File: src/adc_timing_pkg.sv
// Constants, register map, field layouts and types of the converter timing
// and interrupt control block.
// Assumes an APB master with 32-bit data and byte addresses.
//
// Overview of operation
// [RULE1] Improved timing active: ignore two-bit legacy fields, use six-bit fields.
// [RULE2] Compatibility mode with improved select set: extended register times all.
// [RULE3] Enhanced mode: standard conversions timed by the standard timing register.
// [RULE4] Enhanced mode: injected conversions timed by the injected timing register.
// [RULE5] Basic clock is module clock divided by clock field plus one.
// [RULE6] Sample phase lasts four times (sample field plus two) basic periods.
// [RULE7] Conversion is sample, approximation with calibration, six-cycle transfer.
// [RULE8] Ten-bit: 52 basic periods with post-calibration, 40 without.
// [RULE9] Eight-bit: 44 basic periods with post-calibration, 32 without.
// [RULE10] Every completed conversion sets the end-of-conversion request flag.
// [RULE11] End-of-conversion request drives interrupt or peripheral event transfer.
// [RULE12] Standard mode: overwriting an unread result sets the error flag.
// [RULE13] Injected result stored in second result register sets error flag.
// [RULE14] Error control: group bit 8, flag 7, enable 6, level, group.
// [RULE15] Capture channel and PWM period signals may trigger injected conversions.
// [RULE16] Exactly two interrupt request lines leave the converter; the block also drives a third, the masked status irq.
// [RULE17] Post-calibration disable bit skips the calibration cycles.
// [RULE18] Requests are taken only on zero-to-one edges of start bits.
// [RULE19] Flags stay set until cleared or acknowledged; software set requests.
package adc_timing_pkg;

  localparam int unsigned ADDR_W = 18;
  localparam int unsigned DATA_W = 32;

  // Register indices; byte address is four times the index.
  localparam logic [15:0] IDX_BASIC   = 16'h0000;
  localparam logic [15:0] IDX_EXT     = 16'h0001;
  localparam logic [15:0] IDX_STD     = 16'h0002;
  localparam logic [15:0] IDX_INJ     = 16'h0003;
  localparam logic [15:0] IDX_PRIMARY = 16'h0004;
  localparam logic [15:0] IDX_RESULT  = 16'h0005;
  localparam logic [15:0] IDX_INJRES  = 16'h0006;
  localparam logic [15:0] IDX_EOC_IC  = 16'h0007;
  localparam logic [15:0] IDX_STATUS  = 16'h0008;
  localparam logic [15:0] IDX_MASK    = 16'h0009;
  localparam logic [15:0] IDX_STATE   = 16'h000a;
  localparam logic [15:0] IDX_ERR_IC  = 16'hff9a;

  // Basic control register bits.
  localparam int unsigned B_START   = 0;
  localparam int unsigned B_INJREQ  = 1;
  localparam int unsigned B_RES8    = 2;
  localparam int unsigned B_TRG_CC  = 3;
  localparam int unsigned B_TRG_PWM = 4;
  localparam int unsigned B_LSAMP   = 12;
  localparam int unsigned B_LCLK    = 14;
  // Timing register fields.
  localparam int unsigned B_TCLK    = 0;
  localparam int unsigned B_TSAMP   = 8;
  localparam int unsigned B_IMPROVED_TIMING_SELECT    = 15;
  // Primary control bits.
  localparam int unsigned B_MODE    = 0;
  localparam int unsigned B_POST_CAL_DISABLE  = 1;
  // Interrupt control layout.
  localparam int unsigned B_GPX     = 8;
  localparam int unsigned B_FLAG    = 7;
  localparam int unsigned B_IE      = 6;
  localparam logic [8:0]  IC_MASK   = 9'h1ff;
  localparam logic [8:0]  IC_RESET  = 9'h000;
  // Status bits: end of conversion, overrun, injected end.
  localparam int unsigned S_EOC     = 0;
  localparam int unsigned S_OVR     = 1;
  localparam int unsigned S_INJ     = 2;

  localparam logic [15:0] REG16_RESET = 16'h0000;

  // Conversion step counts in basic clock periods; XFER_CYCLES counts module clock cycles.
  localparam logic [8:0] STEPS_10_CAL = 9'd52;
  localparam logic [8:0] STEPS_10     = 9'd40;
  localparam logic [8:0] STEPS_8_CAL  = 9'd44;
  localparam logic [8:0] STEPS_8      = 9'd32;
  localparam logic [8:0] SAMP_BASE    = 9'd8;
  localparam logic [2:0] XFER_CYCLES  = 3'd6;

  typedef struct packed {
    logic [5:0] clk_div;
    logic [5:0] sample;
  } timing_t;

  typedef enum logic [1:0] {
    ST_IDLE   = 2'b00,
    ST_SAMPLE = 2'b01,
    ST_CONV   = 2'b10,
    ST_XFER   = 2'b11
  } conv_state_t;

endpackage

File: src/adc_timing_irq_ctrl.sv
// Timing and interrupt control of a successive-approximation converter.
// Assumes the analog core delivers its digital value on conv_value and that
// trigger inputs are synchronous single-cycle or level signals.
`timescale 1ns/10ps
`default_nettype none

module adc_timing_irq_ctrl (
  input  wire logic                       clk,         // Module clock
  input  wire logic                       nrst,        // Async reset, low
  input  wire logic                       psel,        // APB select
  input  wire logic                       penable,     // APB access phase
  input  wire logic                       pwrite,      // APB write
  input  wire logic [adc_timing_pkg::ADDR_W-1:0] paddr, // APB byte address
  input  wire logic [adc_timing_pkg::DATA_W-1:0] pwdata, // APB write data
  output logic [adc_timing_pkg::DATA_W-1:0] prdata,    // APB read data
  output logic                            pready,      // APB ready
  output logic                            pslverr,     // APB error
  input  wire logic [9:0]                 conv_value,  // Converter digits
  input  wire logic                       capture_channel_trigger, // CC trig
  input  wire logic                       pwm_period_timer, // PWM period trig
  input  wire logic                       eoc_ack,     // EOC acknowledge
  input  wire logic                       err_ack,     // Error acknowledge
  output logic                            eoc_irq_line, // EOC request line
  output logic                            err_irq_line, // Error request line
  output logic                            irq,         // Masked status irq
  output logic                            sampling,    // Sample phase active
  output logic                            busy         // Conversion running
);

  // ---------------------------------------------------------------------
  // Decoding helpers
  // ---------------------------------------------------------------------
  function automatic logic hit(input logic [adc_timing_pkg::ADDR_W-1:0] a,
                               input logic [15:0] idx);
    hit = (a == {idx, 2'b00});
  endfunction

  function automatic logic mapped(
      input logic [adc_timing_pkg::ADDR_W-1:0] a);
    mapped = hit(a, adc_timing_pkg::IDX_BASIC)  |
             hit(a, adc_timing_pkg::IDX_EXT)    |
             hit(a, adc_timing_pkg::IDX_STD)    |
             hit(a, adc_timing_pkg::IDX_INJ)    |
             hit(a, adc_timing_pkg::IDX_PRIMARY)|
             hit(a, adc_timing_pkg::IDX_RESULT) |
             hit(a, adc_timing_pkg::IDX_INJRES) |
             hit(a, adc_timing_pkg::IDX_EOC_IC) |
             hit(a, adc_timing_pkg::IDX_STATUS) |
             hit(a, adc_timing_pkg::IDX_MASK)   |
             hit(a, adc_timing_pkg::IDX_STATE)  |
             hit(a, adc_timing_pkg::IDX_ERR_IC);
  endfunction

  // Legacy two-bit fields mapped onto the equivalent six-bit field values.
  function automatic adc_timing_pkg::timing_t legacy(input logic [1:0] c,
                                                    input logic [1:0] s);
    adc_timing_pkg::timing_t t;
    case (c)
      2'b00:   t.clk_div = 6'h03;
      2'b01:   t.clk_div = 6'h01;
      2'b10:   t.clk_div = 6'h0f;
      default: t.clk_div = 6'h07;
    endcase
    case (s)
      2'b00:   t.sample = 6'h00;
      2'b01:   t.sample = 6'h02;
      2'b10:   t.sample = 6'h06;
      default: t.sample = 6'h0e;
    endcase
    return t;
  endfunction

  function automatic adc_timing_pkg::timing_t fields(input logic [15:0] r);
    adc_timing_pkg::timing_t t;
    t.clk_div = r[adc_timing_pkg::B_TCLK +: 6];
    t.sample  = r[adc_timing_pkg::B_TSAMP +: 6];
    return t;
  endfunction

  // ---------------------------------------------------------------------
  // State
  // ---------------------------------------------------------------------
  logic [15:0] basic_control_reg, next_basic_control_reg;
  logic [15:0] extended_timing_reg, next_extended_timing_reg;
  logic [15:0] standard_timing_reg, next_standard_timing_reg;
  logic [15:0] injected_timing_reg, next_injected_timing_reg;
  logic [15:0] primary_control_reg, next_primary_control_reg;
  logic [9:0]  result_reg, next_result_reg;
  logic [9:0]  injected_result_reg, next_injected_result_reg;
  logic        result_unread, next_result_unread;
  logic [8:0]  eoc_irq_control_reg, next_eoc_irq_control_reg;
  logic [8:0]  conversion_error_irq_control;
  logic [8:0]  next_conversion_error_irq_control;
  logic [2:0]  irq_status, next_irq_status;
  logic [2:0]  irq_mask, next_irq_mask;
  logic        start_prev, next_start_prev;
  logic        inj_prev, next_inj_prev;
  logic        cc_prev, next_cc_prev;
  logic        pwm_prev, next_pwm_prev;
  logic        std_pending, next_std_pending;
  logic        inj_pending, next_inj_pending;

  adc_timing_pkg::conv_state_t state, next_state;
  logic        cur_inj, next_cur_inj;
  logic [5:0]  pre_cnt, next_pre_cnt;
  logic [8:0]  step_cnt, next_step_cnt;
  logic [2:0]  xfer_cnt, next_xfer_cnt;
  adc_timing_pkg::timing_t cur_t, next_cur_t;

  logic [adc_timing_pkg::DATA_W-1:0] next_prdata;
  logic next_pready, next_pslverr;
  logic next_eoc_irq_line, next_err_irq_line, next_irq;
  logic next_sampling, next_busy;

  // ---------------------------------------------------------------------
  // Combinational helpers
  // ---------------------------------------------------------------------
  logic access, wr, rd;
  logic ev_eoc, ev_ovr, ev_inj, restart;
  logic std_edge, inj_edge;
  logic improved;
  logic tick;
  logic [8:0] conv_steps;
  adc_timing_pkg::timing_t std_t, inj_t;

  always_comb begin
    access = psel & penable & pready;
    wr = access & pwrite;
    rd = access & ~pwrite;
    improved = primary_control_reg[adc_timing_pkg::B_MODE] |
               extended_timing_reg[adc_timing_pkg::B_IMPROVED_TIMING_SELECT];
    if (primary_control_reg[adc_timing_pkg::B_MODE]) begin
      std_t = fields(standard_timing_reg); // RULE3
      inj_t = fields(injected_timing_reg); // RULE4
    end else if (improved) begin
      std_t = fields(extended_timing_reg); // RULE2
      inj_t = std_t;
    end else begin
      std_t = legacy(basic_control_reg[adc_timing_pkg::B_LCLK +: 2],
                     basic_control_reg[adc_timing_pkg::B_LSAMP +: 2]);
      inj_t = std_t;
    end
    // The legacy fields only reach std_t on the last branch above.  // RULE1
    tick = (pre_cnt == cur_t.clk_div); // RULE5
    case ({basic_control_reg[adc_timing_pkg::B_RES8],
           primary_control_reg[adc_timing_pkg::B_POST_CAL_DISABLE]})
      2'b00:   conv_steps = adc_timing_pkg::STEPS_10_CAL; // RULE8
      2'b01:   conv_steps = adc_timing_pkg::STEPS_10; // RULE8 RULE17
      2'b10:   conv_steps = adc_timing_pkg::STEPS_8_CAL; // RULE9
      default: conv_steps = adc_timing_pkg::STEPS_8; // RULE9 RULE17
    endcase
    std_edge = basic_control_reg[adc_timing_pkg::B_START] & ~start_prev;
    inj_edge = (basic_control_reg[adc_timing_pkg::B_INJREQ] & ~inj_prev) |
               (basic_control_reg[adc_timing_pkg::B_TRG_CC] &
                capture_channel_trigger & ~cc_prev) |
               (basic_control_reg[adc_timing_pkg::B_TRG_PWM] &
                pwm_period_timer & ~pwm_prev); // RULE15 RULE18
    // A new standard request aborts a running standard conversion.
    restart = std_edge & ~cur_inj & (state != adc_timing_pkg::ST_IDLE);
    ev_eoc = (state == adc_timing_pkg::ST_XFER) &&
             (xfer_cnt == adc_timing_pkg::XFER_CYCLES - 3'd1) && !restart;
    ev_inj = ev_eoc & cur_inj; // RULE13
    ev_ovr = ev_eoc & ~cur_inj & result_unread &
             ~primary_control_reg[adc_timing_pkg::B_MODE]; // RULE12
  end

  // ---------------------------------------------------------------------
  // Conversion sequencer
  // ---------------------------------------------------------------------
  always_comb begin
    next_state    = state;
    next_cur_inj  = cur_inj;
    next_cur_t    = cur_t;
    next_pre_cnt  = tick ? 6'h00 : pre_cnt + 6'h01;
    next_step_cnt = step_cnt;
    next_xfer_cnt = 3'd0;
    next_std_pending = std_pending | std_edge; // RULE18
    next_inj_pending = inj_pending | inj_edge;
    case (state)
      adc_timing_pkg::ST_IDLE: begin
        next_pre_cnt  = 6'h00;
        next_step_cnt = 9'd0;
        if (inj_pending) begin
          next_state = adc_timing_pkg::ST_SAMPLE;
          next_cur_inj = 1'b1;
          next_cur_t = inj_t;
          next_inj_pending = inj_edge;
        end else if (std_pending) begin
          next_state = adc_timing_pkg::ST_SAMPLE;
          next_cur_inj = 1'b0;
          next_cur_t = std_t;
          next_std_pending = std_edge;
        end
      end
      adc_timing_pkg::ST_SAMPLE: begin
        if (tick) begin
          next_step_cnt = step_cnt + 9'd1;
          if (step_cnt + 9'd1 == adc_timing_pkg::SAMP_BASE +
              {1'b0, cur_t.sample, 2'b00}) begin // RULE6
            next_state = adc_timing_pkg::ST_CONV; // RULE7
            next_step_cnt = 9'd0;
          end
        end
      end
      adc_timing_pkg::ST_CONV: begin
        if (tick) begin
          next_step_cnt = step_cnt + 9'd1;
          if (step_cnt + 9'd1 == conv_steps) begin
            next_state = adc_timing_pkg::ST_XFER; // RULE7
            next_step_cnt = 9'd0;
          end
        end
      end
      adc_timing_pkg::ST_XFER: begin
        next_pre_cnt = 6'h00;
        next_xfer_cnt = xfer_cnt + 3'd1; // RULE7
        if (ev_eoc) begin
          next_state = adc_timing_pkg::ST_IDLE;
        end
      end
      default: next_state = adc_timing_pkg::ST_IDLE;
    endcase
    if (restart) begin
      // Drop the running one; a pending injected request still goes first.
      next_state = adc_timing_pkg::ST_IDLE;
      next_std_pending = 1'b1;
    end
  end

  always_ff @(posedge clk or negedge nrst) begin
    if (!nrst) begin
      state    <= adc_timing_pkg::ST_IDLE;
      cur_inj  <= 1'b0;
      cur_t    <= '0;
      pre_cnt  <= 6'h00;
      step_cnt <= 9'd0;
      xfer_cnt <= 3'd0;
      std_pending <= 1'b0;
      inj_pending <= 1'b0;
    end else begin
      state    <= next_state;
      cur_inj  <= next_cur_inj;
      cur_t    <= next_cur_t;
      pre_cnt  <= next_pre_cnt;
      step_cnt <= next_step_cnt;
      xfer_cnt <= next_xfer_cnt;
      std_pending <= next_std_pending;
      inj_pending <= next_inj_pending;
    end
  end

  // ---------------------------------------------------------------------
  // Registers, flags and bus answer
  // ---------------------------------------------------------------------
  always_comb begin
    next_basic_control_reg   = basic_control_reg;
    next_extended_timing_reg = extended_timing_reg;
    next_standard_timing_reg = standard_timing_reg;
    next_injected_timing_reg = injected_timing_reg;
    next_primary_control_reg = primary_control_reg;
    next_eoc_irq_control_reg = eoc_irq_control_reg;
    next_conversion_error_irq_control = conversion_error_irq_control;
    next_irq_mask   = irq_mask;
    next_irq_status = irq_status;
    next_result_reg = result_reg;
    next_injected_result_reg = injected_result_reg;
    next_result_unread = result_unread;
    next_start_prev = basic_control_reg[adc_timing_pkg::B_START];
    next_inj_prev   = basic_control_reg[adc_timing_pkg::B_INJREQ];
    next_cc_prev    = capture_channel_trigger;
    next_pwm_prev   = pwm_period_timer;
    next_prdata  = '0;
    next_pready  = psel & ~penable;
    next_pslverr = psel & ~penable & ~mapped(paddr);

    if (wr) begin
      if (hit(paddr, adc_timing_pkg::IDX_BASIC))
        next_basic_control_reg = pwdata[15:0];
      if (hit(paddr, adc_timing_pkg::IDX_EXT))
        next_extended_timing_reg = pwdata[15:0];
      if (hit(paddr, adc_timing_pkg::IDX_STD))
        next_standard_timing_reg = pwdata[15:0];
      if (hit(paddr, adc_timing_pkg::IDX_INJ))
        next_injected_timing_reg = pwdata[15:0];
      if (hit(paddr, adc_timing_pkg::IDX_PRIMARY))
        next_primary_control_reg = pwdata[15:0];
      // Software may set or clear the flag; a set raises a request.
      if (hit(paddr, adc_timing_pkg::IDX_EOC_IC))
        next_eoc_irq_control_reg = pwdata[8:0] & adc_timing_pkg::IC_MASK;
      if (hit(paddr, adc_timing_pkg::IDX_ERR_IC))
        next_conversion_error_irq_control =
          pwdata[8:0] & adc_timing_pkg::IC_MASK; // RULE14 RULE19
      if (hit(paddr, adc_timing_pkg::IDX_MASK))
        next_irq_mask = pwdata[2:0];
    end
    if (rd) begin
      if (hit(paddr, adc_timing_pkg::IDX_RESULT))
        next_result_unread = 1'b0;
      if (hit(paddr, adc_timing_pkg::IDX_STATUS))
        next_irq_status = 3'b000;
    end
    // Acknowledge clears the flag; hardware events below still win.
    if (eoc_ack)
      next_eoc_irq_control_reg[adc_timing_pkg::B_FLAG] = 1'b0;
    if (err_ack)
      next_conversion_error_irq_control[adc_timing_pkg::B_FLAG] = 1'b0;

    if (ev_eoc) begin
      if (cur_inj) begin
        next_injected_result_reg = conv_value;
      end else begin
        next_result_reg = conv_value;
        next_result_unread = 1'b1;
      end
      next_eoc_irq_control_reg[adc_timing_pkg::B_FLAG] = 1'b1; // RULE10
      next_irq_status[adc_timing_pkg::S_EOC] = 1'b1;
    end
    if (ev_ovr | ev_inj) begin
      next_conversion_error_irq_control[adc_timing_pkg::B_FLAG] = 1'b1; // RULE19
    end
    if (ev_ovr)
      next_irq_status[adc_timing_pkg::S_OVR] = 1'b1;
    if (ev_inj)
      next_irq_status[adc_timing_pkg::S_INJ] = 1'b1;

    // Read data is latched in the setup cycle and shown in the access cycle.
    if (psel & ~penable & ~pwrite) begin
      if (hit(paddr, adc_timing_pkg::IDX_BASIC))
        next_prdata[15:0] = basic_control_reg;
      if (hit(paddr, adc_timing_pkg::IDX_EXT))
        next_prdata[15:0] = extended_timing_reg;
      if (hit(paddr, adc_timing_pkg::IDX_STD))
        next_prdata[15:0] = standard_timing_reg;
      if (hit(paddr, adc_timing_pkg::IDX_INJ))
        next_prdata[15:0] = injected_timing_reg;
      if (hit(paddr, adc_timing_pkg::IDX_PRIMARY))
        next_prdata[15:0] = primary_control_reg;
      if (hit(paddr, adc_timing_pkg::IDX_RESULT))
        next_prdata[9:0] = result_reg;
      if (hit(paddr, adc_timing_pkg::IDX_INJRES))
        next_prdata[9:0] = injected_result_reg;
      if (hit(paddr, adc_timing_pkg::IDX_EOC_IC))
        next_prdata[8:0] = eoc_irq_control_reg;
      if (hit(paddr, adc_timing_pkg::IDX_ERR_IC))
        next_prdata[8:0] = conversion_error_irq_control;
      if (hit(paddr, adc_timing_pkg::IDX_STATUS))
        next_prdata[2:0] = irq_status;
      if (hit(paddr, adc_timing_pkg::IDX_MASK))
        next_prdata[2:0] = irq_mask;
      if (hit(paddr, adc_timing_pkg::IDX_STATE))
        next_prdata[5:0] = {result_unread, inj_pending, std_pending,
                            cur_inj, state};
    end

    // Request lines reach the interrupt controller, which routes the end
    // of conversion either to its vector or to an event transfer.
    next_eoc_irq_line = next_eoc_irq_control_reg[adc_timing_pkg::B_FLAG] &
                        next_eoc_irq_control_reg[adc_timing_pkg::B_IE];
    next_err_irq_line =
      next_conversion_error_irq_control[adc_timing_pkg::B_FLAG] &
      next_conversion_error_irq_control[adc_timing_pkg::B_IE]; // RULE16
    next_irq      = |(next_irq_status & next_irq_mask);
    next_sampling = (next_state == adc_timing_pkg::ST_SAMPLE);
    next_busy     = (next_state != adc_timing_pkg::ST_IDLE);
  end

  always_ff @(posedge clk or negedge nrst) begin
    if (!nrst) begin
      basic_control_reg   <= adc_timing_pkg::REG16_RESET;
      extended_timing_reg <= adc_timing_pkg::REG16_RESET;
      standard_timing_reg <= adc_timing_pkg::REG16_RESET;
      injected_timing_reg <= adc_timing_pkg::REG16_RESET;
      primary_control_reg <= adc_timing_pkg::REG16_RESET;
      eoc_irq_control_reg <= adc_timing_pkg::IC_RESET;
      conversion_error_irq_control <= adc_timing_pkg::IC_RESET;
      irq_mask   <= 3'b000;
      irq_status <= 3'b000;
      result_reg <= 10'h000;
      injected_result_reg <= 10'h000;
      result_unread <= 1'b0;
      start_prev <= 1'b0;
      inj_prev   <= 1'b0;
      cc_prev    <= 1'b0;
      pwm_prev   <= 1'b0;
      prdata     <= '0;
      pready     <= 1'b0;
      pslverr    <= 1'b0;
      eoc_irq_line <= 1'b0;
      err_irq_line <= 1'b0;
      irq      <= 1'b0;
      sampling <= 1'b0;
      busy     <= 1'b0;
    end else begin
      basic_control_reg   <= next_basic_control_reg;
      extended_timing_reg <= next_extended_timing_reg;
      standard_timing_reg <= next_standard_timing_reg;
      injected_timing_reg <= next_injected_timing_reg;
      primary_control_reg <= next_primary_control_reg;
      eoc_irq_control_reg <= next_eoc_irq_control_reg;
      conversion_error_irq_control <= next_conversion_error_irq_control;
      irq_mask   <= next_irq_mask;
      irq_status <= next_irq_status;
      result_reg <= next_result_reg;
      injected_result_reg <= next_injected_result_reg;
      result_unread <= next_result_unread;
      start_prev <= next_start_prev;
      inj_prev   <= next_inj_prev;
      cc_prev    <= next_cc_prev;
      pwm_prev   <= next_pwm_prev;
      prdata     <= next_prdata;
      pready     <= next_pready;
      pslverr    <= next_pslverr;
      eoc_irq_line <= next_eoc_irq_line; // RULE11
      err_irq_line <= next_err_irq_line;
      irq      <= next_irq;
      sampling <= next_sampling;
      busy     <= next_busy;
    end
  end

endmodule

`default_nettype wire

File: config.mk
export PLATFORM = sky130hd
export DESIGN_NAME = adc_timing_irq_ctrl
export DESIGN_NICKNAME = d
export VERILOG_FILES = /design/src/adc_timing_pkg.sv /design/src/adc_timing_irq_ctrl.sv
export SDC_FILE = /design/constraint.sdc
export NUM_CORES = 1
export LEC_CHECK = 0
export BUFFER_PORTS_ARGS = -buffer_cell sky130_fd_sc_hd__clkbuf_2
export CAP_MARGIN = 20
export CORE_MARGIN = 2
export CORE_UTILIZATION = 53
export DETAILED_ROUTE_END_ITERATION = 10
export GPL_TIMING_DRIVEN = 0
export PLACE_DENSITY = 0.79
export REMOVE_ABC_BUFFERS = 1
export SYNTH_ARGS = -nofsm -noshare
export SYNTH_HDL_FRONTEND = slang
export SYNTH_SLANG_ARGS = --single-unit
File: constraint.sdc
create_clock -name clk -period 2.5 [get_ports clk]
set_input_delay 0 -clock clk [delete_from_list [all_inputs] [get_ports clk]]
set_output_delay 0 -clock clk [all_outputs]
set_load 0.1 [all_outputs]
## Word level (Yosys, flattened, before mapping)

Index checks and enable logic that the tools add are counted.

- Reduce and logical (&&, ||, !) cells: 25
- Add/sub/neg operators: 4
- Eq/ne operators: 27
- Bitwise gates (word level): 48
- Multiplexer cells: 65

Operator list:

| operator | count |
|---|---|
| 2-to-1 mux 16 bit | 6 |
| == test 18 x 5 -> 1 bit, second input constant | 4 |
| 2-to-1 mux 12 bit | 5 |
| == test 18 x 6 -> 1 bit, second input constant | 3 |
| 2-to-1 mux 9 bit | 6 |
| == test 18 x 4 -> 1 bit, second input constant | 2 |
| 2-to-1 mux 8 bit | 4 |
| case mux 9 bit (3 select lines) | 1 |
| case mux 4 bit (3 select lines) | 2 |
| bitwise AND 1 bit | 21 |
| 2-to-1 mux 3 bit | 7 |
| 2-to-1 mux 10 bit | 2 |
| AND reduction 2 bit | 10 |
| 2-to-1 mux 1 bit | 19 |
| == test 18 bit, second input constant | 1 |
| == test 18 x 3 -> 1 bit, second input constant | 1 |
| == test 9 bit | 2 |
| zero test 18 bit | 1 |
| 2-to-1 mux 6 bit | 3 |
| bitwise OR 1 bit | 17 |
| 2-to-1 mux 2 bit | 8 |
| case mux 5 bit (3 select lines) | 1 |
| == test 2 x 1 -> 1 bit, second input constant | 5 |
| == test 2 bit, second input constant | 5 |
| other kinds (18) | 33 |

- Input bits: 69
- Logic and storage cells: 204
- Register bits after elaboration: 187
- Output and inout bits: 39

## Longest topological paths before layout

Gate-level depths: netlist (run 1).

- Depth after elaboration: 14
- Depth in mapped cells: 10
- Depth with buffers taken out: 9

## Worst setup path after synthesis (run 1)

No wires, ideal clock.

- Path type: register to register
- From: register pready
- To: register injected_timing_reg[10]
- Clock period less this slack: 2.475 ns
- Library setup time: 0.125 ns
- Path slack: 0.025 ns
- Data required time: 2.375 ns
- Arrival time: 2.350 ns
- Stages on the path, launching flop included: 6
- Buffers on the path: 1
- Cells stage by stage: dfrtp_1 nand4_1 nor4_2 nand3_1 clkbuf_1 mux2_2

- Word-level cells in the longest chain between the ends: 3

RTL lines:

| element | RTL line | text |
|---|---|---|
| start, declared | adc_timing_irq_ctrl.sv:16 | `output logic pready,` |
| start signal, assigned | adc_timing_irq_ctrl.sv:411 | `pready <= next_pready;` |
| bitwise AND 1 bit | adc_timing_irq_ctrl.sv:127 | `access = psel & penable & pready;` |
| bitwise AND 1 bit | adc_timing_irq_ctrl.sv:128 | `wr = access & pwrite;` |
| AND reduction 2 bit (no source line) | - |  |
| end signal, assigned | adc_timing_irq_ctrl.sv:372 | `injected_timing_reg <= adc_timing_pkg::REG16_RESET;` |
| end signal, assigned | adc_timing_irq_ctrl.sv:397 | `injected_timing_reg <= next_injected_timing_reg;` |
| end, declared | adc_timing_irq_ctrl.sv:86 | `logic [15:0] injected_timing_reg, next_injected_timing_reg;` |

Every way passes these cells.
A chain may end at the register's enable or synchronous reset.

## Worst setup path in the final report (run 1)

- From: register cur_t[2] (netlist bit)
- To: register step_cnt[7]

- Word-level cells in the longest chain between the ends: 5

RTL lines:

| element | RTL line | text |
|---|---|---|
| start, declared | adc_timing_irq_ctrl.sv:108 | `adc_timing_pkg::timing_t cur_t, next_cur_t;` |
| start signal, assigned | adc_timing_irq_ctrl.sv:243 | `cur_t <= next_cur_t;` |
| adder 4 x 8 -> 9 bit | adc_timing_irq_ctrl.sv:198 | `if (step_cnt + 9'd1 == adc_timing_pkg::SAMP_BASE +` |
| == test 9 bit | adc_timing_irq_ctrl.sv:198 |  |
| 2-to-1 mux 9 bit | adc_timing_irq_ctrl.sv:198 |  |
| 2-to-1 mux 9 bit | adc_timing_irq_ctrl.sv:196 | `if (tick) begin` |
| case mux 9 bit (3 select lines) | adc_timing_irq_ctrl.sv:179 | `case (state)` |
| end signal, assigned | adc_timing_irq_ctrl.sv:245 | `step_cnt <= next_step_cnt;` |
| end, declared | adc_timing_irq_ctrl.sv:106 | `logic [8:0] step_cnt, next_step_cnt;` |

Every way passes these cells. The select of a mux whose other input is x is not followed.

==> results.py, run 1 <==
metrics = {
    "status": {
        "outcome": "finished with violations",
        "violations": "negative setup slack",
    },
    "placement": {
        "dp_slack_ns": -0.647,
        "gp_congestion": 0.883,
        "io_buffer_count": 75,
        "dp_hpwl_um": 15300,
    },
    "timing": {
        "setup_slack_ns": -0.0759,
        "fmax_mhz": 388,
        "slew_headroom_pct": 32.1,
        "fin_skew_ns": 0.00877,
        "min_period_ns": 2.58,
        "report.final.slew_viol_count": 0,
        "final.setup.tns_ns": -0.197,
        "worst_pin_slew_ns": 1.01,
        "finalCritPeriodShare_pct": 103,
        "setup_viol": 4,
        "rsz0062_at_grt": "true",
        "hold_viol": 0,
    },
    "grt": {
        "grt_pass1_wl_um": 37700,
        "grt_pass1_vias": 7194,
        "grt.overflow.total": 0,
        "antenna_found_initial": 0,
        "grt_max_degree": 110,
        "grt_usage_pct": 24.8,
    },
    "die": {
        "core_mm2": 0.0178,
        "rows": 49,
        "dieWidth_um": 138,
        "num_io_pins": 108,
        "initial_core_util_pct": 53.5,
        "dieArea_mm2": 0.0191,
        "die_h_um": 138,
    },
    "cells_and_area": {
        "drive_gt1_share_pct": 31.4,
        "antennaDiodeCount": 0,
        "nets": 1042,
        "area_delta_synth_final_pct": 17.6,
    },
    "worst_setup_path": {
        "cp.arrival_ns": 2.88,
        "cp_top_family": "simple AND/OR/NAND/NOR gates",
        "crit_path_end_kind": "flip-flop",
        "critical_path_required_ns": 2.80,
        "crit_slowest_cell": "or4b_4",
        "cp_max_fo": 8,
        "worstPathCellList": "ha_4, and4_1, or4b_4, a2111oi_4, buf_4, o32ai_4, buf_12, nor3_4, o22ai_1",
        "worstSetupPathType": "reg2reg",
        "start_kind": "flip-flop",
        "regToRegSetupSlack_ns": -0.08,
        "critPathBufInv": 2,
        "max_stage_delay_ns": 0.53,
    },
    "drt": {
        "vias": 7254,
        "routed_wl_um": 23600,
        "drt_iter0_markers": 558,
        "routed_via_density": 6.03,
        "route.detailed.drc": 0,
        "drtAntennaViolNets": 0,
        "routedWlPerCell_um": 19.6,
        "first_pass_iters": 5,
    },
    "pwr": {
        "worst_ir_drop_vdd_mv": 0.625,
        "leakage_nw": 5.19,
        "power_density_mw_per_mm2": 630,
    },
    "logic_synthesis": {
        "synthArstFlopShare_pct": 100,
        "syn_area_per_cell_um2": 11.2,
        "synth_area_leaders": "dfrtp_1 (49%), mux2_2 (15%), o21ai_0 (2.6%)",
        "synthCells": 855,
        "ys_seq_area_share_pct": 49.0,
        "yosys-top-cells-count": "dfrtp_1 (187), mux2_2 (128), nand2_1 (61)",
        "ys_warn_count": 0,
        "netlist.area_leader.share_pct": 49.0,
        "netlist_area_mm2": 0.00955,
        "yosys_most_used_dff": "dfrtp_1",
        "synth-edff-count": 0,
        "synth.most_common_cell": "dfrtp_1",
        "yosys.area.top_type": "dfrtp_1",
        "synth_cell_types": 73,
        "ys_ff_latch": 187,
    },
    "cts": {
        "numCtsBuffers": 17,
        "h-tree-depth": 4,
        "root_buffer": "clkbuf_16",
        "cts_num_sinks": 187,
        "clk_latency_ns": 0.43,
        "cts_tree": "built",
        "path_clk_slew_ns": 0.07,
        "clock_path_buffers": 2,
    },
    "min_path": {
        "min_path_type": "in2reg",
    },
    "flow_run": {
        "drv_cap": 0,
    },
}
where the power goes:
| group | total [mW] | internal (mW) | switching, mW |
|---|---|---|---|
| clock | 2.64 | 1.42 | 1.22 |
| sequential | 3.15 | 3.09 | 0.0613 |
| combinational | 1.28 | 0.445 | 0.834 |
| total | 7.07 | 4.96 | 2.11 |
worst register-to-register path, delay by kind of cell (launching register included):
family	cells	cell delay [ns]
buffers and inverters	2	0.35
adder cells (fa/ha/maj)	1	0.19
AO/OA/AOI/OAI	3	0.51
flip-flops	1	0.41
AND/OR/NAND/NOR	3	0.99
cell type report:
class | count | area, um2
multi-input combinational | 602 | 4680
timing repair buffer | 127 | 898
inverter | 26 | 97.6
tap | 229 | 287
sequential | 187 | 4690
fill | 1352 | 6610
clock buffer | 19 | 443
clock inverter | 12 | 133
per-stage QoR:
stage                     area (um2)  utilization, %  hold slack (ns)  power [mW]  cells
after floorplan                 9320               -           -0.296        3.95    815
after global placement          9990            56.0            0.124        4.25   1119
after detailed placement       10000            56.3           0.0662        4.28   1121
after CTS                      11100            62.3           0.0176        7.02   1195
after global routing           11200            62.9           0.0500        7.33   1202
final                          11200            62.9           0.0483        7.07   1202
kinds of logic (layout without fill, tap and decap cells):
family	after synthesis	count (layout)	share of synthesized area, %
adders and majority gates	12	12	1.57
buffers and inverters	81	184	3.93
AOI/OAI and AO/OA	172	172	11.8
muxes	151	151	18.8
DFF	187	187	49.0
other	1	16	0.0393
and+or+nand+nor	227	227	12.5
xor gates and xnor gates	24	24	2.35
layout by cell type (no fill, tap or decap), drive strengths merged, types with 8 or more instances in the layout:
cell / synthesis / final
conb: 1 / 16
mux2i: 13 / 13
a21oi: 40 / 40
clkbuf: 26 / 94
nor4: 8 / 8
inv: 25 / 30
nand2: 63 / 63
a21o: 10 / 10
dfrtp: 187 / 187
nand4: 8 / 8
a31oi: 8 / 8
nor2b: 16 / 16
buf: 29 / 18
nor3: 17 / 17
dlygate4sd3: 0 / 34
nor2: 54 / 54
nand2b: 9 / 9
a22oi: 11 / 11
nand3: 22 / 22
mux2: 128 / 128
ha: 12 / 12
o21ai: 51 / 51
xnor2: 16 / 16
mux4: 10 / 10
worst paths after layout:
check / from / end / depth (start not counted)
min in group asynchronous: nrst / step_cnt[1] / 2
min: penable / pslverr / 4
min reg2reg: cc_prev / inj_pending / 1
max in group asynchronous: nrst / pwm_prev / 3
max reg2reg: cur_t[2] / step_cnt[7] / 9
max: cur_t[2] / step_cnt[7] / 9
per-layer routing:
metal | routed length [um] | vias to the layer above | track usage, %
li1 | - | 3281 | -
met1 | 9900 | 3656 | 32.0
met2 | 11800 | 271 | 41.6
met3 | 1320 | 46 | 5.44
met4 | 552 | 0 | 8.81
met5 | 0 | - | 0
repair_timing:
item	in CTS	in global routing
setup endpoints to repair	43	30
hold endpoints to repair	206	0
buffers inserted	9	7
gates resized for setup	28	12
pin swaps	5	9
hold buffers	34	0
Note: power is estimated with default switching activity, not from simulation.
==> run 2: changes to the inputs <==
--- a/config.mk
+++ b/config.mk
@@ -5,6 +5,7 @@
 export SDC_FILE = /design/constraint.sdc
 export NUM_CORES = 1
 export LEC_CHECK = 0
+export ABC_AREA = 1
 export BUFFER_PORTS_ARGS = -buffer_cell sky130_fd_sc_hd__clkbuf_2
 export CAP_MARGIN = 20
 export CORE_MARGIN = 2
==> results.py, run 2 <==
metrics = {
    "logic_synthesis": {
        "syn_area_per_cell_um2": 8.06,
        "synth-edff-count": 0,
        "synth.most_common_cell": "nand2_1",
        "ys_warn_count": 0,
        "synth_cell_types": 49,
        "netlist_area_mm2": 0.00954,
        "synthCells": 1184,
        "yosys-top-cells-count": "nand2_1 (295), dfrtp_1 (187), o21ai_0 (148)",
        "yosys.area.top_type": "dfrtp_1",
        "ys_seq_area_share_pct": 49.1,
        "synth_area_leaders": "dfrtp_1 (49%), nand2_1 (12%), o21ai_0 (7.8%)",
        "ys_ff_latch": 187,
        "synthArstFlopShare_pct": 100,
        "netlist.area_leader.share_pct": 49.1,
        "yosys_most_used_dff": "dfrtp_1",
    },
    "cells_and_area": {
        "drive_gt1_share_pct": 13.7,
        "area_delta_synth_final_pct": 15.5,
        "regArea_mm2": 0.00468,
        "layout_commonest_cell": "nand2_1",
        "multi_input_area_mm2": 0.00411,
        "finalNonFillerCells": 1517,
        "nets": 1356,
        "final_cell_mix": "nand2_1 (294), dfrtp_1 (187), o21ai_0 (147), inv_1 (118), nor2_1 (96)",
        "fill_cells": 1509,
        "antennaDiodeCount": 0,
    },
    "placement": {
        "dp_hpwl_um": 16500,
        "io_buffer_count": 75,
        "dp_cells": 1448,
        "gp_congestion": 0.882,
    },
    "grt": {
        "antenna_found_initial": 0,
        "grt_max_degree": 102,
        "grt_pass1_wl_um": 40900,
        "grt_usage_pct": 26.6,
        "grt.overflow.total": 0,
        "grt_pass1_vias": 8153,
    },
    "worst_setup_path": {
        "max_stage_delay_ns": 0.73,
        "start_kind": "flip-flop",
        "worstSetupPathType": "reg2reg",
        "critical_path_required_ns": 2.83,
        "critPathBufInv": 2,
        "crit_path_end_kind": "flip-flop",
        "cp.arrival_ns": 2.64,
        "crit_slowest_cell": "dfrtp_1",
        "cp_max_fo": 23,
        "worstPathCellList": "o21ai_4, clkinvlp_4, a211oi_1, inv_1, a21oi_2, nor2_1",
        "cp_top_family": "compound AO/OA/AOI/OAI gates",
    },
    "drt": {
        "routed_wl_um": 25000,
        "vias": 8482,
        "drt_iter0_markers": 906,
        "first_pass_iters": 5,
        "routedWlPerCell_um": 16.5,
        "routed_via_density": 5.59,
        "drtAntennaViolNets": 0,
        "route.detailed.drc": 0,
    },
    "cts": {
        "clock_path_buffers": 2,
        "clk_latency_ns": 0.44,
        "h-tree-depth": 4,
        "cts_num_sinks": 187,
        "cts_tree": "built",
        "path_clk_slew_ns": 0.07,
        "cts_setup_buffers": 0,
        "numCtsBuffers": 17,
        "root_buffer": "clkbuf_16",
    },
    "pwr": {
        "power_density_mw_per_mm2": 645,
        "worst_ir_drop_vdd_mv": 0.478,
        "leakage_nw": 5.43,
    },
    "timing": {
        "rsz0062_at_grt": "false",
        "slew_headroom_pct": 31.2,
        "hold_viol": 0,
        "finalCritPeriodShare_pct": 92.5,
        "min_period_ns": 2.31,
        "worst_pin_slew_ns": 1.03,
        "timing.hold.ws_ns": 0.0375,
        "setup_viol": 0,
        "fmax_mhz": 432,
        "final.setup.tns_ns": 0,
        "report.final.slew_viol_count": 0,
        "fin_skew_ns": 0.00759,
    },
    "flow_run": {
        "drv_cap": 0,
    },
    "die": {
        "initial_core_util_pct": 53.6,
        "rows": 49,
        "core_mm2": 0.0178,
        "dieWidth_um": 138,
        "dieArea_mm2": 0.0191,
        "die_h_um": 138,
        "num_io_pins": 108,
    },
    "min_path": {
        "min_path_type": "in2reg",
    },
    "status": {
        "outcome": "finished, final reports clean",
    },
}
## run 2: changes by cell type in the layout (fill, tap and decap cells not counted), sizes merged, moves of 15 or more
cell   delta
mux2    -128
nor2b    -16
nand2   +243
inv     +101
nand3    +40
o21ai   +112
nor2     +58
xnor2    -15
## run 2: metal layers
metal | track usage, % | up-vias | wire length [um] | part of all wire (%)
li1 | - | 4024 | - | -
met1 | 35.6 | 4019 | 10600 | 42
met2 | 42.3 | 374 | 11800 | 47
met3 | 5.40 | 65 | 1810 | 7.2
met4 | 12.0 | 0 | 852 | 3.4
met5 | 0 | - | 0 | 0
## run 2: what timing repair did
item                       in CTS  in global routing
setup endpoints to repair       4                 14
hold endpoints to repair      183                  0
hold buffers                   34                  0
gates resized for setup         1                  5
cloned                          0                  1
pin swaps                       0                  0
## run 2: power by group
| part | internal [mW] | switching [mW] |
|---|---|---|
| registers | 3.09 | 0.0607 |
| clock network | 1.82 | 1.21 |
| logic | 0.246 | 0.697 |
| total | 5.15 | 1.96 |
## run 2: per-stage QoR
stage	worst slack, ns	power, mW	util, %	cell area (um2)
2_1_floorplan	0.182	3.82	-	9250
3_3_place_gp	-2.01	4.07	55.8	9910
3_5_place_dp	-0.190	4.09	56.1	9970
4_1_cts	0.000816	7.10	61.7	11000
5_1_grt	0.0298	7.35	62.0	11000
6_report	0.187	7.11	62.0	11000
## run 2: area by class of cell
cell class / count / area share (%)
clock inverter: 13 / 1.93
multi-input combinational: 826 / 37.3
timing repair buffer: 113 / 7.20
tap: 229 / 2.60
sequential: 187 / 42.5
timing repair inverter: 1 / 0.0454
inverter: 129 / 4.44
clock buffer: 19 / 4.02
## run 2: final timing paths
path | from | end | slack, ns | cells past startpoint
hold / removal | pwrite | result_unread | 0.04 | 5
setup / recovery | inj_pending | sampling | 0.19 | 6
setup reg to reg | inj_pending | sampling | 0.19 | 6
hold reg to reg | pwm_prev | inj_pending | 0.46 | 1
max in group asynchronous | nrst | result_reg[2] | 1.39 | 3
min in group asynchronous | nrst | prdata[10] | 0.18 | 2
## run 2: kinds of logic after synthesis
group	synth area share, %
mux	0.315
compound gates	15.2
buf+inv	8.67
flops	49.1
other cells	0.0393
fa+ha+maj	1.57
simple gates	24.2
xor+xnor	0.918
## run 2: worst reg2reg max path: stages (launching register included)
cell,delay (ns)
dfrtp_1,0.73
o21ai_4,0.44
clkinvlp_4,0.35
a211oi_1,0.41
inv_1,0.10
a21oi_2,0.13
nor2_1,0.05
==> run 3: changes to the inputs <==
--- a/config.mk
+++ b/config.mk
@@ -8,11 +8,13 @@
 export ABC_AREA = 1
 export BUFFER_PORTS_ARGS = -buffer_cell sky130_fd_sc_hd__clkbuf_2
 export CAP_MARGIN = 20
+export CELL_PAD_IN_SITES_DETAIL_PLACEMENT = 1
+export CELL_PAD_IN_SITES_GLOBAL_PLACEMENT = 2
 export CORE_MARGIN = 2
-export CORE_UTILIZATION = 53
+export CORE_UTILIZATION = 32
 export DETAILED_ROUTE_END_ITERATION = 10
 export GPL_TIMING_DRIVEN = 0
-export PLACE_DENSITY = 0.79
+export PLACE_DENSITY = 0.8
 export REMOVE_ABC_BUFFERS = 1
 export SYNTH_ARGS = -nofsm -noshare
 export SYNTH_HDL_FRONTEND = slang
==> results.py, run 3 (synthesis results as in run 2) <==
metrics = {
    "timing": {
        "hold_viol": 0,
        "worst_pin_slew_ns": 0.903,
        "setup_slack_ns": 0.222,
        "finalCritPeriodShare_pct": 91.1,
        "slew_headroom_pct": 39.5,
        "fin_skew_ns": 0.0137,
        "report.final.slew_viol_count": 0,
        "rsz0062_at_grt": "false",
        "min_period_ns": 2.28,
        "setup_viol": 0,
        "fmax_mhz": 439,
    },
    "drt": {
        "drtAntennaViolNets": 0,
        "drt_iter0_markers": 432,
        "routedWlPerCell_um": 17.6,
        "routed_via_density": 4.93,
        "routed_wl_um": 29500,
        "first_pass_iters": 5,
        "vias": 8299,
        "route.detailed.drc": 0,
    },
    "cells_and_area": {
        "antennaDiodeCount": 0,
        "nets": 1360,
        "design_area_mm2": 0.0113,
        "final_cell_mix": "nand2_1 (294), dfrtp_1 (185), o21ai_0 (147), inv_1 (118), nor2_1 (96)",
        "area_delta_synth_final_pct": 18.1,
        "drive_gt1_share_pct": 14.2,
        "layout_commonest_cell": "nand2_1",
        "finalNonFillerCells": 1682,
    },
    "grt": {
        "grt_pass1_vias": 8501,
        "antenna_found_initial": 0,
        "grt_usage_pct": 19.7,
        "grt.overflow.total": 0,
        "grt_pass1_wl_um": 47100,
        "grt_max_degree": 85,
    },
    "placement": {
        "dp_slack_ns": -0.463,
        "dp_hpwl_um": 20800,
        "dp_cells": 1613,
        "placed_area_mm2": 0.0103,
        "gp_congestion": 0.758,
        "io_buffer_count": 75,
    },
    "cts": {
        "path_clk_slew_ns": 0.07,
        "clock_path_buffers": 2,
        "root_buffer": "clkbuf_16",
        "numCtsBuffers": 17,
        "cts_setup_buffers": 0,
        "h-tree-depth": 4,
        "clk_latency_ns": 0.45,
        "cts_num_sinks": 187,
        "cts_tree": "built",
    },
    "min_path": {
        "min_path_type": "in2reg",
    },
    "status": {
        "outcome": "finished, final reports clean",
    },
    "worst_setup_path": {
        "worstPathCellList": "ha_2, nand2_1, nor2_2, nand2_1, nand2_1, nand2_1, nand2_1, nand3_1, nor2_1, nand4_1, nand2_1, nand3_1, nand2_1, nand2_1",
        "crit_slowest_cell": "dfrtp_1",
        "cp_max_fo": 6,
        "cp.arrival_ns": 2.61,
        "start_kind": "flip-flop",
        "cp_top_family": "simple AND/OR/NAND/NOR gates",
        "critPathBufInv": 0,
        "worstSetupPathType": "reg2reg",
        "crit_path_frequent_cell": "nand2_1",
        "max_stage_delay_ns": 0.45,
        "crit_path_end_kind": "flip-flop",
        "critical_path_required_ns": 2.83,
    },
    "pwr": {
        "power_density_mw_per_mm2": 621,
        "worst_ir_drop_vdd_mv": 0.442,
        "power_mw": 6.99,
        "leakage_nw": 5.44,
    },
    "die": {
        "rows": 63,
        "num_io_pins": 108,
        "initial_core_util_pct": 32.4,
        "core_mm2": 0.0295,
        "dieArea_mm2": 0.0312,
        "die_h_um": 177,
        "dieWidth_um": 177,
    },
    "flow_run": {
        "drv_cap": 0,
    },
}
run 3: cell types whose count changed in the layout (fill, tap and decap cells not counted), moves of 2 or more:
| cell | delta |
|---|---|
| buf_16 | +2 |
| bufinv_16 | -3 |
| clkinv_4 | +3 |
| dfrtp_1 | -2 |
| dfrtp_2 | +2 |
| inv_8 | +3 |
run 3: final cells by class:
cell class	count	area, um2
Clock buffer	17	425
Clock inverter	15	185
Fill cell	3627	18200
Inverter	129	489
Multi-Input combinational cell	826	4110
Sequential cell	187	4680
Tap cell	390	488
Timing Repair Buffer	117	873
Timing Repair inverter	1	5.00
run 3: timing repair:
action,in CTS,in global routing
hold buffers,35,0
endpoints found under the setup margin,27,23
gates cloned,1,0
endpoints found under the hold margin,212,0
gates resized for setup,5,4
run 3: metrics by stage:
| step | hold WS, ns | util [%] | TNS (ns) |
|---|---|---|---|
| after floorplan | -0.296 | - | 0 |
| after global placement | 0.165 | 34.3 | -467.71 |
| after detailed placement | -0.0260 | 34.8 | -4.69 |
| after CTS | 0.00127 | 38.1 | 0 |
| after global routing | 0.0462 | 38.2 | 0 |
| final | 0.0216 | 38.2 | 0 |
run 3: final timing paths:
check                                      from                      to  slack [ns]  cells past startpoint
max                                 step_cnt[0]                    busy        0.22                     14
min                                      pwrite               prdata[1]        0.02                      4
max reg2reg                         step_cnt[0]                    busy        0.22                     14
min reg2reg                basic_control_reg[0]              start_prev        0.45                      0
max in group asynchronous                  nrst  injected_result_reg[4]        1.36                      4
min in group asynchronous                  nrst             step_cnt[6]        0.05                      2
run 3: power breakdown:
group          total (mW)  leakage (nW)  internal (mW)  switching, mW
Combinational       0.979          2.68          0.253          0.727
Clock                2.86         0.294           1.52           1.34
Sequential           3.15          2.47           3.09         0.0665
run 3: metal layers:
layer | global-route usage (%) | wire length [um]
met5 | 0 | 0
met4 | 5.85 | 559
met3 | 3.14 | 827
met2 | 33.7 | 14400
met1 | 25.7 | 13700
run 3: tightest hold or removal path: stages:
cell and delay, ns:
clkbuf_2 0.10, nor2_1 0.16, o21ai_0 0.12, nor2_1 0.05
